## config.mk

```make
export PLATFORM = sky130hd
export DESIGN_NAME = lgd_core
export DESIGN_NICKNAME = d
export VERILOG_FILES = /design/src/logic/lgd_pkg.sv /design/src/logic/lgd_core.sv /design/src/logic/lgd_sync.sv
export SDC_FILE = /design/constraint.sdc
export NUM_CORES = 1
export LEC_CHECK = 0
export BUFFER_PORTS_ARGS = -buffer_cell sky130_fd_sc_hd__buf_2
export CORE_MARGIN = 4
export CORE_UTILIZATION = 35
export CTS_CLUSTER_SIZE = 25
export DETAILED_ROUTE_END_ITERATION = 10
export PLACE_DENSITY = 0.66
export SYNTH_ARGS = -nofsm -noshare
export SYNTH_HDL_FRONTEND = slang
export SYNTH_SLANG_ARGS = --single-unit
```

## constraint.sdc

```tcl
create_clock -name core_clk -period 4.8 [get_ports core_clk]
set_input_delay 0.24 -clock core_clk [delete_from_list [all_inputs] [get_ports core_clk]]
set_output_delay 0.24 -clock core_clk [all_outputs]
set_load 0.02 [all_outputs]
```

## src/logic/lgd_pkg.sv

```systemverilog
// Purpose: shared constants and carrier types of the light grid fault diagnostics
// Assumes: core_clk at 100 MHz
// Notes:   code values other than supply and system are free choices
package lgd_pkg;

  localparam int unsigned CLK_PERIOD_NS = 10;
  localparam int unsigned PAUSE_MS      = 1000;
  localparam int unsigned TEST_MS       = 2000;
  localparam int unsigned FLASH_MS      = 500;
  localparam int unsigned PAUSE_CYC     = PAUSE_MS * (1000000 / CLK_PERIOD_NS);
  localparam int unsigned TEST_CYC      = TEST_MS * (1000000 / CLK_PERIOD_NS);
  localparam int unsigned FLASH_CYC     = FLASH_MS * (1000000 / CLK_PERIOD_NS);

  // register byte offsets
  localparam logic [7:0] OFS_CTRL       = 8'h00;
  localparam logic [7:0] OFS_STATUS     = 8'h04;
  localparam logic [7:0] OFS_IRQ_STATUS = 8'h08;
  localparam logic [7:0] OFS_IRQ_MASK   = 8'h0C;
  localparam logic [7:0] OFS_DISPLAY    = 8'h10;
  localparam logic [7:0] OFS_DIAG       = 8'h14;

  // control bits
  localparam int CTRL_FIELD_EN = 0;
  localparam int CTRL_SAVE     = 1;
  localparam int CTRL_CLEAR    = 2;

  // fault classes, index into the latched vector
  localparam int NUM_CLASS   = 5;
  localparam int CLS_SUPPLY  = 0;
  localparam int CLS_OUTPUT  = 1;
  localparam int CLS_BLANK   = 2;
  localparam int CLS_CONFIG  = 3;
  localparam int CLS_SYSTEM  = 4;

  localparam logic [11:0] CODE_SUPPLY = 12'h002;
  localparam logic [11:0] CODE_OUTPUT = 12'h003;
  localparam logic [11:0] CODE_BLANK  = 12'h004;
  localparam logic [11:0] CODE_CONFIG = 12'h005;
  localparam logic [11:0] CODE_SYSTEM = 12'h007;

  localparam logic [3:0] DISPLAY_EVERY    = 4'h9;
  localparam logic [1:0] SUPPLY_RESET_CNT = 2'h3;
  localparam logic [3:0] DIAG_READ_CMD    = 4'hF;

  // interrupt event bits
  localparam int IRQ_FAULT    = 0;
  localparam int IRQ_TESTDONE = 1;
  localparam int IRQ_INTRST   = 2;
  localparam int IRQ_CFGCLR   = 3;

  localparam logic [1:0] RESP_OKAY   = 2'h0;
  localparam logic [1:0] RESP_SLVERR = 2'h2;

  typedef enum logic [2:0] {
    PH_IDLE  = 3'b000,
    PH_TEST  = 3'b001,
    PH_RUN   = 3'b010,
    PH_SHOW  = 3'b011,
    PH_PAUSE = 3'b100
  } lgd_phase_t;

  // synchronised pin group
  typedef struct packed {
    logic                 field_clear;
    logic                 beam_poor;
    logic                 bus_traffic;
    logic [NUM_CLASS-1:0] fault;
  } lgd_pins_t;

  typedef struct packed {
    logic        three_digit;
    logic        blank;
    logic [11:0] code;
  } lgd_disp_t;

endpackage

```

## src/logic/lgd_core.sv

```systemverilog
// Purpose: self-test, fault display, bus status LED and diagnostic bits of a light grid receiver
// Assumes: rst is the power-on reset; bus chip signals share core_clk
// Notes:   registers over AXI4-Lite, one write and one read at a time
// Behaviour
// - after power-up with field enabled, self-test runs; faults show their code
// - each shown fault code is followed by a one-second pause
// - supply fault code shown three times running forces an internal reset
// - latched errors clear by cause removal plus power cycle; supply also by internal reset
// - every tenth display shows the three-digit system error code instead
// - five fault classes have distinct codes; system error persists over restart
// - configuration fault also clears by save or clear command
// - bus LED green on traffic, red idle or address zero, alternating on fault
// - write-parameter value F returns diagnostic bits in the reflected answer
// - diag bit one is poor beam, bit three internal fault, others zero
// - any internal fault raises the periphery fault flag
// - two-second test, then outputs and LED on only with field clear
`timescale 1ns/1ns
module lgd_core
  import lgd_pkg::*;
#(
  parameter int unsigned PAUSE_CYCLES = PAUSE_CYC,
  parameter int unsigned TEST_CYCLES  = TEST_CYC,
  parameter int unsigned FLASH_CYCLES = FLASH_CYC
) (
  // clock and reset
  input  wire logic        core_clk,
  input  wire logic        rst,
  // axi4-lite slave
  input  wire logic        s_axi_awvalid,
  output logic             s_axi_awready,
  input  wire logic [7:0]  s_axi_awaddr,
  input  wire logic        s_axi_wvalid,
  output logic             s_axi_wready,
  input  wire logic [31:0] s_axi_wdata,
  input  wire logic [3:0]  s_axi_wstrb,
  output logic             s_axi_bvalid,
  input  wire logic        s_axi_bready,
  output logic [1:0]       s_axi_bresp,
  input  wire logic        s_axi_arvalid,
  output logic             s_axi_arready,
  input  wire logic [7:0]  s_axi_araddr,
  output logic             s_axi_rvalid,
  input  wire logic        s_axi_rready,
  output logic [31:0]      s_axi_rdata,
  output logic [1:0]       s_axi_rresp,
  // pins
  input  wire logic [4:0]  fault_pin,
  input  wire logic        field_clear_pin,
  input  wire logic        beam_poor_pin,
  input  wire logic        bus_traffic_pin,
  // bus chip side
  input  wire logic [4:0]  slave_addr,
  input  wire logic [11:0] sys_error_detail,
  input  wire logic        param_wr_valid,
  input  wire logic [3:0]  param_wr_value,
  output logic             param_reply_valid,
  output logic [3:0]       param_reply,
  output logic             periphery_fault_flag,
  // indicators and outputs
  output logic [11:0]      disp_code,
  output logic             disp_three_digit,
  output logic             disp_blank,
  output logic             bus_led_green,
  output logic             bus_led_red,
  output logic             outputs_on_led,
  output logic             safety_switching_output_a,
  output logic             safety_switching_output_b,
  output logic             irq
);

  typedef struct packed {
    lgd_phase_t           phase;
    logic [31:0]          timer;
    logic [NUM_CLASS-1:0] latched;
    logic [2:0]           cls;
    logic [3:0]           disp_count;
    logic [1:0]           supply_rep;
    lgd_disp_t            disp;
    logic                 out_on;
    logic                 perif;
    logic [31:0]          flash_cnt;
    logic                 flash_ph;
    logic                 led_g;
    logic                 led_r;
    logic                 reply_valid;
    logic [3:0]           reply;
    logic                 field_en;
    logic [3:0]           irq_status;
    logic [3:0]           irq_mask;
    logic                 aw_got;
    logic [7:0]           aw_addr;
    logic                 w_got;
    logic [31:0]          w_data;
    logic [3:0]           w_strb;
    logic                 bvalid;
    logic [1:0]           bresp;
    logic                 rvalid;
    logic [31:0]          rdata;
    logic [1:0]           rresp;
  } lgd_state_t;

  lgd_state_t st;
  lgd_state_t next_st;
  lgd_pins_t  pins;

  ////////////////////////////////////////////////////////////////////////////////
  // pin synchroniser

  lgd_sync #(
    .W ($bits(lgd_pins_t))
  ) u_sync (
    .core_clk (core_clk),
    .rst      (rst),
    .d        ({field_clear_pin, beam_poor_pin, bus_traffic_pin, fault_pin}),
    .q        (pins)
  );

  ////////////////////////////////////////////////////////////////////////////////
  // helpers

  function automatic logic [11:0] class_code(input logic [2:0] c);
    logic [11:0] r;
    r = CODE_SYSTEM;
    unique case (c)
      3'(CLS_SUPPLY): r = CODE_SUPPLY;
      3'(CLS_OUTPUT): r = CODE_OUTPUT;
      3'(CLS_BLANK):  r = CODE_BLANK;
      3'(CLS_CONFIG): r = CODE_CONFIG;
      default:        r = CODE_SYSTEM;
    endcase
    return r;
  endfunction

  // next latched class after cur, wrapping round
  function automatic logic [2:0] next_class(input logic [NUM_CLASS-1:0] lat,
                                            input logic [2:0]           cur);
    logic [2:0] r;
    logic       found;
    int         k;
    r     = cur;
    found = 1'b0;
    for (int i = 1; i <= NUM_CLASS; i++) begin
      k = (int'(cur) + i) % NUM_CLASS;
      if (!found && lat[k]) begin
        r     = 3'(k);
        found = 1'b1;
      end
    end
    return r;
  endfunction

  function automatic logic hit(input logic [31:0] t, input int unsigned lim);
    return (t >= 32'(lim) - 32'h1);
  endfunction

  ////////////////////////////////////////////////////////////////////////////////
  // next state

  always_comb begin
    logic [3:0]  ev;
    logic        wr_do;
    logic [31:0] rd;
    logic        rd_ok;
    logic        wr_ok;
    logic        save_or_clear;
    logic        enter_show;
    ev            = 4'h0;
    wr_do         = 1'b0;
    rd            = 32'h0;
    rd_ok         = 1'b1;
    wr_ok         = 1'b1;
    save_or_clear = 1'b0;
    enter_show    = 1'b0;
    next_st       = st;
    next_st.reply_valid = 1'b0;

    // axi write channel capture, either order
    if (s_axi_awvalid && s_axi_awready) begin
      next_st.aw_got  = 1'b1;
      next_st.aw_addr = s_axi_awaddr;
    end
    if (s_axi_wvalid && s_axi_wready) begin
      next_st.w_got  = 1'b1;
      next_st.w_data = s_axi_wdata;
      next_st.w_strb = s_axi_wstrb;
    end
    wr_do = st.aw_got && st.w_got && !st.bvalid;
    if (wr_do) begin
      unique case (st.aw_addr)
        OFS_CTRL: begin
          if (st.w_strb[0]) begin
            next_st.field_en = st.w_data[CTRL_FIELD_EN];
            save_or_clear    = st.w_data[CTRL_SAVE] | st.w_data[CTRL_CLEAR];
          end
        end
        OFS_IRQ_MASK: begin
          if (st.w_strb[0]) begin
            next_st.irq_mask = st.w_data[3:0];
          end
        end
        OFS_STATUS, OFS_IRQ_STATUS, OFS_DISPLAY, OFS_DIAG: begin
          wr_ok = 1'b1;
        end
        default: wr_ok = 1'b0;
      endcase
      next_st.aw_got = 1'b0;
      next_st.w_got  = 1'b0;
      next_st.bvalid = 1'b1;
      next_st.bresp  = wr_ok ? RESP_OKAY : RESP_SLVERR;
    end
    if (st.bvalid && s_axi_bready) begin
      next_st.bvalid = 1'b0;
    end

    // axi read
    if (s_axi_arvalid && s_axi_arready) begin
      unique case (s_axi_araddr)
        OFS_CTRL:       rd = {31'h0, st.field_en};
        OFS_STATUS:     rd = {22'h0, st.out_on, st.perif, st.latched, st.phase};
        OFS_IRQ_STATUS: begin
          rd                 = {28'h0, st.irq_status};
          next_st.irq_status = 4'h0;
        end
        OFS_IRQ_MASK:   rd = {28'h0, st.irq_mask};
        OFS_DISPLAY:    rd = {18'h0, st.disp.three_digit, st.disp.blank, st.disp.code};
        OFS_DIAG:       rd = {28'h0, st.perif, 1'b0, pins.beam_poor, 1'b0};
        default: begin
          rd    = 32'h0;
          rd_ok = 1'b0;
        end
      endcase
      next_st.rvalid = 1'b1;
      next_st.rdata  = rd;
      next_st.rresp  = rd_ok ? RESP_OKAY : RESP_SLVERR;
    end else if (st.rvalid && s_axi_rready) begin
      next_st.rvalid = 1'b0;
    end

    // fault latching; only a power cycle clears these, save or clear for config, internal reset for supply
    if (save_or_clear && st.latched[CLS_CONFIG]) begin
      next_st.latched[CLS_CONFIG] = 1'b0;
      ev[IRQ_CFGCLR]              = 1'b1;
    end
    if (st.phase != PH_IDLE) begin
      next_st.latched = next_st.latched | pins.fault;
      if ((pins.fault & ~st.latched) != '0) begin
        ev[IRQ_FAULT] = 1'b1;
      end
    end

    // display and test sequencing
    next_st.timer = st.timer + 32'h1;
    unique case (st.phase)
      PH_IDLE: begin
        next_st.timer = 32'h0;
        if (st.field_en) begin
          next_st.phase = PH_TEST;
        end
      end
      PH_TEST: begin
        if (hit(st.timer, TEST_CYCLES)) begin
          ev[IRQ_TESTDONE] = 1'b1;
          next_st.cls      = 3'(NUM_CLASS - 1);
          if (st.latched != '0) begin
            enter_show = 1'b1;
          end else begin
            next_st.phase = PH_RUN;
          end
        end
      end
      PH_RUN: begin
        if (st.latched != '0) begin
          enter_show = 1'b1;
        end
      end
      PH_SHOW: begin
        if (hit(st.timer, PAUSE_CYCLES)) begin
          next_st.phase      = PH_PAUSE;
          next_st.timer      = 32'h0;
          next_st.disp.blank = 1'b1;
        end
      end
      PH_PAUSE: begin
        if (hit(st.timer, PAUSE_CYCLES)) begin
          if (st.supply_rep == SUPPLY_RESET_CNT) begin
            // internal reset: supply latch reloaded from its synchronised pin, so it stays set if still present
            next_st.phase               = PH_TEST;
            next_st.timer               = 32'h0;
            next_st.supply_rep          = 2'h0;
            next_st.latched[CLS_SUPPLY] = pins.fault[CLS_SUPPLY];
            ev[IRQ_INTRST]              = 1'b1;
          end else if (next_st.latched != '0) begin
            enter_show = 1'b1;
          end else begin
            next_st.phase = PH_RUN;
          end
        end
      end
      default: next_st.phase = PH_IDLE;
    endcase

    if (enter_show) begin
      next_st.phase       = PH_SHOW;
      next_st.timer       = 32'h0;
      next_st.disp.blank  = 1'b0;
      if (st.disp_count == DISPLAY_EVERY) begin
        next_st.disp_count       = 4'h0;
        next_st.disp.code        = sys_error_detail;
        next_st.disp.three_digit = 1'b1;
      end else begin
        next_st.disp_count       = st.disp_count + 4'h1;
        next_st.cls              = next_class(next_st.latched, st.cls);
        next_st.disp.code        = class_code(next_st.cls);
        next_st.disp.three_digit = 1'b0;
        if (next_st.cls == 3'(CLS_SUPPLY)) begin
          next_st.supply_rep = st.supply_rep + 2'h1;
        end else begin
          next_st.supply_rep = 2'h0;
        end
      end
    end else if (next_st.phase == PH_RUN || next_st.phase == PH_IDLE) begin
      next_st.disp.blank = 1'b1;
    end

    // outputs are only enabled in run with a clear field and nothing latched
    next_st.out_on = (next_st.phase == PH_RUN) && pins.field_clear
                     && (next_st.latched == '0);
    next_st.perif  = (next_st.latched != '0);

    // bus status led, fault flashing has priority
    if (hit(st.flash_cnt, FLASH_CYCLES)) begin
      next_st.flash_cnt = 32'h0;
      next_st.flash_ph  = ~st.flash_ph;
    end else begin
      next_st.flash_cnt = st.flash_cnt + 32'h1;
    end
    if (st.perif) begin
      next_st.led_g = st.flash_ph;
      next_st.led_r = ~st.flash_ph;
    end else if (pins.bus_traffic && slave_addr != 5'h00) begin
      next_st.led_g = 1'b1;
      next_st.led_r = 1'b0;
    end else begin
      next_st.led_g = 1'b0;
      next_st.led_r = 1'b1;
    end

    // reflected parameter answer
    if (param_wr_valid) begin
      next_st.reply_valid = 1'b1;
      if (param_wr_value == DIAG_READ_CMD) begin
        next_st.reply = {st.perif, 1'b0, pins.beam_poor, 1'b0};
      end else begin
        next_st.reply = param_wr_value;
      end
    end

    // set wins over the read clear above
    next_st.irq_status = next_st.irq_status | ev;
  end

  always_ff @(posedge core_clk) begin
    if (rst) begin
      st       <= '0;
      st.phase <= PH_IDLE;
      st.disp  <= '{three_digit: 1'b0, blank: 1'b1, code: 12'h000};
      st.led_r <= 1'b1;
    end else begin
      st <= next_st;
    end
  end

  ////////////////////////////////////////////////////////////////////////////////
  // outputs

  assign s_axi_awready             = !st.aw_got && !st.bvalid;
  assign s_axi_wready              = !st.w_got && !st.bvalid;
  assign s_axi_bvalid              = st.bvalid;
  assign s_axi_bresp               = st.bresp;
  assign s_axi_arready             = !st.rvalid;
  assign s_axi_rvalid              = st.rvalid;
  assign s_axi_rdata               = st.rdata;
  assign s_axi_rresp               = st.rresp;
  assign param_reply_valid         = st.reply_valid;
  assign param_reply               = st.reply;
  assign periphery_fault_flag      = st.perif;
  assign disp_code                 = st.disp.code;
  assign disp_three_digit          = st.disp.three_digit;
  assign disp_blank                = st.disp.blank;
  assign bus_led_green             = st.led_g;
  assign bus_led_red               = st.led_r;
  assign outputs_on_led            = st.out_on;
  assign safety_switching_output_a = st.out_on;
  assign safety_switching_output_b = st.out_on;
  assign irq                       = |(st.irq_status & st.irq_mask);

endmodule

```

## src/logic/lgd_sync.sv

```systemverilog
// Purpose: three-stage pin synchroniser with agreement filter
// Assumes: inputs asynchronous to core_clk
// Notes:   output moves only when stages two and three agree
`timescale 1ns/1ns
module lgd_sync #(
  parameter int W = 8
) (
  // clock and reset
  input  wire logic         core_clk,
  input  wire logic         rst,
  // data
  input  wire logic [W-1:0] d,
  output logic      [W-1:0] q
);

  typedef struct packed {
    logic [W-1:0] s1;
    logic [W-1:0] s2;
    logic [W-1:0] s3;
    logic [W-1:0] q;
  } sync_state_t;

  sync_state_t st;
  sync_state_t next_st;

  always_comb begin
    next_st    = st;
    next_st.s1 = d;
    next_st.s2 = st.s1;
    next_st.s3 = st.s2;
    for (int i = 0; i < W; i++) begin
      if (st.s2[i] == st.s3[i]) begin
        next_st.q[i] = st.s3[i];
      end
    end
  end

  always_ff @(posedge core_clk) begin
    if (rst) begin
      st <= '0;
    end else begin
      st <= next_st;
    end
  end

  assign q = st.q;

endmodule

```

After elaboration in Yosys (flattened, before gate mapping)
Index checks and enable logic that the tools add are counted.

word-level totals
  register bits = 199
  bits of input ports = 89
  output and inout port bits = 67
  word-level logic and storage cells = 250

operators by class
  $add $sub $neg = 9
  divide/modulo/power cells = 5
  order comparisons = 8
  eq/ne operators = 30
  mux-type cells = 99
  bitwise gates (word level) = 7
  reduce and logical (&&, ||, !) cells = 51

operators by type and width
  kind                   number
  $lt 32x5->1 const B    5
  $mod 32x4->32 const B  5
  $mux 35                3
  $pmux 32 s3            1
  $pmux 14 s6            1
  $add 32x1->32 const B  2
  $mux 1                 53
  $mux 3                 15
  $eq 8x4->1 const B     4
  $eq 8x5->1 const B     4
  $ge 32x26->1 const B   1
  $ge 32x27->1 const B   1
  $ge 32x28->1 const B   1
  $mux 32                1
  $reduce_bool 5->1      5
  $eq 3x2->1 const B     6
  $mux 2                 9
  $logic_and 1x1->1      17
  $eq 8x3->1 const B     2
  $logic_not 8->1        2
  $mux 4                 4
  $bmux 1 s3             5
  $pmux 3 s5             1
  $mux 12                1
  32 further kinds       60

Longest topological paths before layout
Gate-level depths: netlist of the first run.

  depth in word-level cells = 41
  depth in mapped cells = 21
  depth with buffers taken out = 20

Cells and area by module
A second synthesis of the first run with hierarchy kept.

unflattened totals
  cell total of the unflattened synthesis = 1159
  area, all modules = 9736.8 µm²

by module, submodules not included
  module    times used  cells each  area each (µm²)  sequential area each (µm²)
  lgd_core  1           1068        8753.4           2942.8
  lgd_sync  1           91          983.4            640.6

Least setup slack after synthesis of the first run
No wires, ideal clock.

  kind = register to register
  start point = register st[155] (netlist name)
  end point = register st, in the netlist disp_code[0]
  setup time = 96 ps
  arrival = 4885 ps
  data required time = 4704 ps
  slack = -181 ps
  stages on the path, launching flop included = 22
  path buffers = 2
  period minus slack after synthesis = 4981 ps
  path through = dfxtp_1 -> clkbuf_1 -> buf_2 -> clkinv_1 -> ha_1 -> ha_1 -> nor3_1 -> o22ai_1 -> xnor2_1 -> inv_1 -> ha_1 -> nand2b_1 -> and2_1 -> a32o_1 -> or2_4 -> a2111oi_4 -> a311o_1 -> nand4bb_1 -> or2_1 -> mux2_4 -> and3_1 -> o41ai_2

between the ends
  cells in the longest elaborated chain, start to end = 31
  elaborated cells between the ends (all ways) = 58
  those cells by class = add/sub (5); div (5); eq/ne (3); mux (36); reduce/logical (9)

ends and longest elaborated chain
  element                                     RTL line         text
  start, declared                             lgd_core.sv:102  lgd_state_t st;
  start signal, assigned                      lgd_core.sv:369  st <= next_st;
  $add 3x1->4                                 lgd_core.sv:143  k = (int'(cur) + i) % NUM_CLASS;
  $mod 32x4->32                               lgd_core.sv:143
  $bmux 1 s3                                  lgd_core.sv:144  if (!found && lat[k]) begin
  $mux 1 (not written as such) (2 in series)  lgd_core.sv:144
  $mux 1                                      lgd_core.sv:144
  $mux 1                                      lgd_core.sv:306  if (st.disp_count == DISPLAY_EVERY) begin
  $mux 1                                      lgd_core.sv:302  if (enter_show) begin
  $logic_not 1->1                             lgd_core.sv:144
  [14 not listed]                             -
  $logic_not 1->1                             lgd_core.sv:144
  $logic_and 1x1->1                           lgd_core.sv:144
  $mux 3 (*)                                  lgd_core.sv:144
  $mux 3 (*)                                  lgd_core.sv:306
  $mux 3 (*)                                  lgd_core.sv:302
  $eq 3x2->1 (tied with other cells)          lgd_core.sv:124  unique case (c)
  $pmux 3 s4 (*)                              lgd_core.sv:124
  $mux 12 (*)                                 lgd_core.sv:306

Every way passes the cells marked *; elsewhere a longest branch is shown, timed or not. The select of a mux whose other input is x is not followed.
A chain may end at the register's enable or synchronous reset.

Worst setup path after layout of the first run
Ends and elaborated chain as after synthesis.

==> flow_summary.ini, run 1 <==
[sta]
min_period_ns = 4.50
tns_ns = 0
holdWs_ns = 0.0174
skew_ns = 0.0117
setup_viol_count_final = 0
setup_slack_ns = 0.300
hold_viol = 0
max-slew-margin-rel = 0.359
worst_pin_slew_ns = 0.955
clock.fmax_mhz = 222
final-max-slew-violation-count = 0
fin_crit_sh = 0.937
rsz0062_at_grt = false

[global_routing]
grt_overflow = 0
grt_use_total = 0.142
grt_start_max_net_pins = 89
grt_pass1_vias = 7288
grt_pass1_wl_um = 36000
antenna_found_initial = 2

[placed_design]
dp_slack_ns = 0.260
dp.final_hpwl_um = 16200
port_buffers = 104
finalWeightedCongestion = 0.868

[final_layout]
drive_gt1_frac = 0.160
n_fill_cell = 2738
syn2layout_area_growth_pct = 13.8
final_common_cell = dfxtp_1
fin_nets = 1341
final_cell_mix = dfxtp_1, nor2_1, nand2_1
fin_util = 0.403

[yosys]
yosys.cell_types.count = 88
synth_top_cell_by_area = dfxtp_1
ys_seq_elements = 179
synth_ff_type = dfxtp_1
synthTopCellsByArea = dfxtp_1, nor2_1, buf_4, nand2_1, ha_1
synth_warnings = 0
seq_area_frac_synth = 0.376
netlist_area_um2 = 9520
synth_top_area_frac = 0.376
synth_edf_count = 0
syn_avg_cell_area_um2 = 8.31
netlist_instances = 1146
synth_async_sr_flop_share = 0

[power]
power_uw = 3120
power.internal_uw = 2360
p_comb_frac = 0.043
pwr-share-clk = 0.468
seqPwrFrac = 0.488
p_per_area_nw_per_um2 = 288
peakVddDrop_v = 0.000236
p_sw_uw = 759
p_sw_frac = 0.243
p_leak_uw = 0.00419

[clock_network]
clock_path_buffers = 2
clk_pin_slew_ns = 0.08
tritoncts = built
clockRootBuffer = clkbuf_16
cts_sinks = 179
clk_latency_ns = 0.43
post_cts_buffers = 0
h-tree-depth = 4
cts_made_buffers = 17

[route]
avgRoutedWirePerCell_um = 13.9
first_pass_iters = 7
drc = 0
antenna_left = 0
vias = 7977
drt-initial-drc-count = 512
wl_um = 21900
viasPerCell = 5.06

[run_status]
status = complete, no violations

[critical_path]
worstSetupEndpointType = register
crit_buf_inv = 5
critPathLaunchType = register
crit_chain = clkinv_2, ha_1, buf_4, inv_1, buf_4, ha_1, inv_1, ha_1, nand2b_1, a21oi_2, o221a_2, a21oi_1, mux2i_1, a221o_1, nand4bb_1, or2_1, mux2_4, and3_1, o41ai_2
slowest_delay_ns = 0.43
r2r_slack_ns = 0.30
critical_path.top_delay_family = compound AO/OA/AOI/OAI gates
cp.required_ns = 5.13
crit_top_cell = ha_1
arrival_ns = 4.83
crit_fanout = 25
critPathKind = reg2reg
slowest_stage = a21oi_1

[job]
drv_cap = 0

[die]
initial_core_util = 0.354
die-area_um2 = 29900
io_pins = 156
die_h_um = 173
core_um2 = 26900
die_width_um = 173
std_cell_rows = 60

[worst_hold_path]
hp-class = in2reg
==> what timing repair did <==
item / 4_1_cts / 5_1_grt
hold buffers: 2 / 0
endpoints found under the setup margin: 0 / 6
resized for setup: 0 / 7
hold endpoints to repair: 2 / 0
==> area by class of cell <==
class,instances,area [um^2],share of cell area
clock inverter,15,211,0.0195
tap,341,427,0.0394
sequential,179,3590,0.331
timing repair buffer,130,723,0.0668
antenna,1,2.50,0.000231
inverter,37,140,0.0129
multi-input combinational,855,5320,0.491
clock buffer,17,425,0.0393
==> flip-flops by register name (all words and copies together), names as in the netlist, 4 cells and up <==
register        cells
disp_code          12
st                106
u_sync.next_st     16
s_axi_rdata        14
u_sync.q            8
param_reply         4
u_sync.st           8
==> path summary, 6_finish.rpt <==
path                                       from                            end  depth (start not counted)
setup / recovery             st[155]$_SDFF_PP0_      disp_code[0]$_SDFFE_PP0P_                         19
hold / removal              sys_error_detail[7]      disp_code[7]$_SDFFE_PP0P_                          2
setup reg to reg             st[155]$_SDFF_PP0_      disp_code[0]$_SDFFE_PP0P_                         19
hold reg to reg   u_sync.next_st[23]$_SDFF_PP0_  u_sync.next_st[15]$_SDFF_PP0_                          1
==> per-stage QoR <==
step,cells,area [um^2]
final,1575,10800
after detailed placement,1540,10100
after global placement,1540,10100
after floorplan,1171,9620
after CTS,1574,10800
after global routing,1575,10800
==> layer usage <==
metal / vias up / share of wire / global-route usage
li1: 4055 / - / -
met1: 3706 / 0.49 / 0.196
met2: 191 / 0.45 / 0.223
met3: 23 / 0.048 / 0.0315
met4: 2 / 0.015 / 0.0396
met5: - / 0.00059 / 0
==> power by group through the flow <==
stage / Combinational, uW / Clock, uW / Sequential, uW
final: 136 / 1460 / 1520
after floorplan: 103 / 0 / 1560
after detailed placement: 136 / 0 / 1560
after global placement: 135 / 0 / 1560
after CTS: 137 / 1500 / 1520
after global routing: 150 / 1560 / 1530
==> cells in the mapped netlist, types with 18 or more instances <==
| library cell | number |
|---|---|
| a21oi_1 | 72 |
| buf_4 | 55 |
| clkbuf_1 | 33 |
| dfxtp_1 | 179 |
| ha_1 | 31 |
| inv_1 | 35 |
| mux2i_1 | 18 |
| nand2_1 | 104 |
| nand3_1 | 48 |
| nand4_1 | 18 |
| nor2_1 | 161 |
| nor2b_1 | 38 |
| nor3_1 | 22 |
| o21ai_0 | 24 |
| xnor2_1 | 26 |
| xor2_1 | 35 |
==> logic make-up (layout without fill, tap and decap cells) <==
kind of cell    Yosys count  in the layout  synth area share
flops                   179            179             0.376
fa+ha+maj                32             32            0.0428
simple gates            485            485             0.249
buf+inv                 137            199            0.0779
xor+xnor                 64             64            0.0624
mux                      22             22            0.0252
other cells               1             27          0.000394
compound gates          226            226             0.166
No activity file was read; power rests on OpenSTA's default activity.
==> run 2: changes to the inputs <==
--- a/config.mk
+++ b/config.mk
@@ -10,7 +10,7 @@
 export CORE_UTILIZATION = 35
 export CTS_CLUSTER_SIZE = 25
 export DETAILED_ROUTE_END_ITERATION = 10
-export PLACE_DENSITY = 0.66
+export SLEW_MARGIN = 20
 export SYNTH_ARGS = -nofsm -noshare
 export SYNTH_HDL_FRONTEND = slang
 export SYNTH_SLANG_ARGS = --single-unit
==> run 2 against run 1 <==
Register-to-register slack got worse by 0.04 ns. Critical path depth decreased by 4. Sequential share of layout area decreased by 0.061 points. Worst setup slack got worse by 0.038 ns. Clock skew increased by 0.0068 ns. Sequential power about the same. Count of clock-buffer cells in the layout unchanged. Utilization increased by 0.074 points. Non-clock buffer count increased by 8. Maximum frequency decreased by 0.84%. Critical path type unchanged. Critical endpoint unchanged. Largest power group unchanged. Highest routed layer is now met4.
==> flow_summary.ini, run 2 (synthesized netlist as in run 1, its figures left out) <==
[sta]
min_period_ns = 4.54
hold_viol = 0
final-max-slew-violation-count = 0
max-slew-margin-rel = 0.355
rsz0062_at_grt = false
setup_viol_count_final = 0
skew_ns = 0.0185
setup_slack_ns = 0.262
clock.fmax_mhz = 220
tns_ns = 0
fin_crit_sh = 0.945
worst_pin_slew_ns = 0.960

[die]
initial_core_util = 0.354
io_pins = 156
die-area_um2 = 29900
die_width_um = 173
die_h_um = 173
core_um2 = 26900
std_cell_rows = 60

[critical_path]
critical_path_depth = 15
crit_chain = inv_1, ha_1, ha_1, or2_1, ha_1, o311a_4, a31oi_1, mux2i_1, nor4b_1, a311o_1, nand4bb_1, or2_1, mux2_4, and3_1, o41ai_2
crit_buf_inv = 1
critPathKind = reg2reg
arrival_ns = 4.88
worstSetupEndpointType = register
reg2reg_depth = 15
slowest_delay_ns = 0.52
critical_path.top_delay_family = simple AND/OR/NAND/NOR gates
crit_top_cell = ha_1
critPathLaunchType = register
crit_fanout = 6
slowest_stage = dfxtp_1
cp.required_ns = 5.14

[route]
antenna_left = 0
avgRoutedWirePerCell_um = 14.0
drc = 0
first_pass_iters = 5
drt-initial-drc-count = 488
wl_um = 22100
viasPerCell = 5.04
vias = 7967

[final_layout]
largest-register = st
antenna_cells = 0
layoutNonFillerInstCount = 1582
largest_reg_flops = 106
post-route-cell-area_um2 = 10900
final_common_cell = dfxtp_1
final_cell_mix = dfxtp_1, nor2_1, nand2_1
drive_gt1_frac = 0.166
syn2layout_area_growth_pct = 14.0
fin_nets = 1349
n_fill_cell = 2716

[placed_design]
dp_cells = 1544
dpl_cell_area_um2 = 10200
dp_slack_ns = 0.193
finalWeightedCongestion = 0.851
dp.final_hpwl_um = 16100
port_buffers = 104

[run_status]
status = complete, no violations

[power]
pwr-share-clk = 0.447
power.internal_uw = 2250
seqPwrFrac = 0.507
p_comb_frac = 0.045
p_sw_uw = 759
p_sw_frac = 0.253
power_uw = 3000
p_per_area_nw_per_um2 = 277
p_leak_uw = 0.00421
peakVddDrop_v = 0.000227

[clock_network]
cts_sinks = 179
cts_made_buffers = 17
tritoncts = built
h-tree-depth = 4
clk_latency_ns = 0.44
clockRootBuffer = clkbuf_16
clk_pin_slew_ns = 0.07
clock_path_buffers = 2

[global_routing]
grt_use_total = 0.147
grt_start_max_net_pins = 53
grt_pass1_vias = 7448
grt_pass1_wl_um = 37300
antenna_found_initial = 0
grt_overflow = 0

[worst_hold_path]
hp-class = in2reg
min_path_cells = 2

[job]
drv_cap = 0
-- run 2: cell type report --
type,count,area (um^2),share of cell area
Inverter,37,140,0.0129
Sequential cell,179,3590,0.330
Clock buffer,17,425,0.0392
Multi-Input combinational cell,855,5340,0.492
Timing Repair Buffer,138,791,0.0729
Tap cell,341,427,0.0393
Clock inverter,15,144,0.0133
-- run 2: stage by stage --
stage / hold slack [ns] / util
floorplan: 0.339 / -
finish: 0.0107 / 0.404
detailed placement: 0.430 / 0.379
global route: 0.0108 / 0.404
global placement: 0.425 / 0.379
CTS: 0.00233 / 0.402
-- run 2: path summary, 6_finish.rpt --
kind	start	to	slack, ns
worst max-delay path	st[157]$_SDFF_PP0_	disp_code[0]$_SDFFE_PP0P_	0.26
worst min register to register	u_sync.next_st[20]$_SDFF_PP0_	u_sync.next_st[12]$_SDFF_PP0_	0.44
worst min-delay path	fault_pin[3]	u_sync.next_st[19]$_SDFF_PP0_	0.01
worst max register to register	st[157]$_SDFF_PP0_	disp_code[0]$_SDFFE_PP0P_	0.26
-- run 2: timing repair --
item / 4_1_cts / 5_1_grt
setup buffers: 0 / 1
gates resized for setup: 0 / 12
hold endpoints to repair: 5 / 0
hold buffers: 5 / 0
setup endpoints to repair: 0 / 6
-- run 2: metal layers --
layer | wire length, um | vias up | global-route usage
li1 | - | 4068 | -
met1 | 10900 | 3697 | 0.204
met2 | 9840 | 179 | 0.232
met3 | 1080 | 23 | 0.0302
met4 | 293 | 0 | 0.0416
met5 | 0 | - | 0
-- run 2: power by group through the flow --
stage / clock (uW) / combinational (uW) / sequential (uW)
6_report: 1340 / 136 / 1520
5_1_grt: 1440 / 152 / 1530
4_1_cts: 1380 / 137 / 1520
3_5_place_dp: 0 / 134 / 1560
3_3_place_gp: 0 / 133 / 1560
2_1_floorplan: 0 / 103 / 1560
-- run 2: worst register-to-register path, delay by kind of cell, from the launching register on --
kind	cells	cell delay (ns)
and+or+nand+nor	5	1.15
buffers and inverters	1	0.14
muxes	2	0.79
adders and majority gates	3	0.80
DFF	1	0.52
AOI/OAI and AO/OA	4	1.05
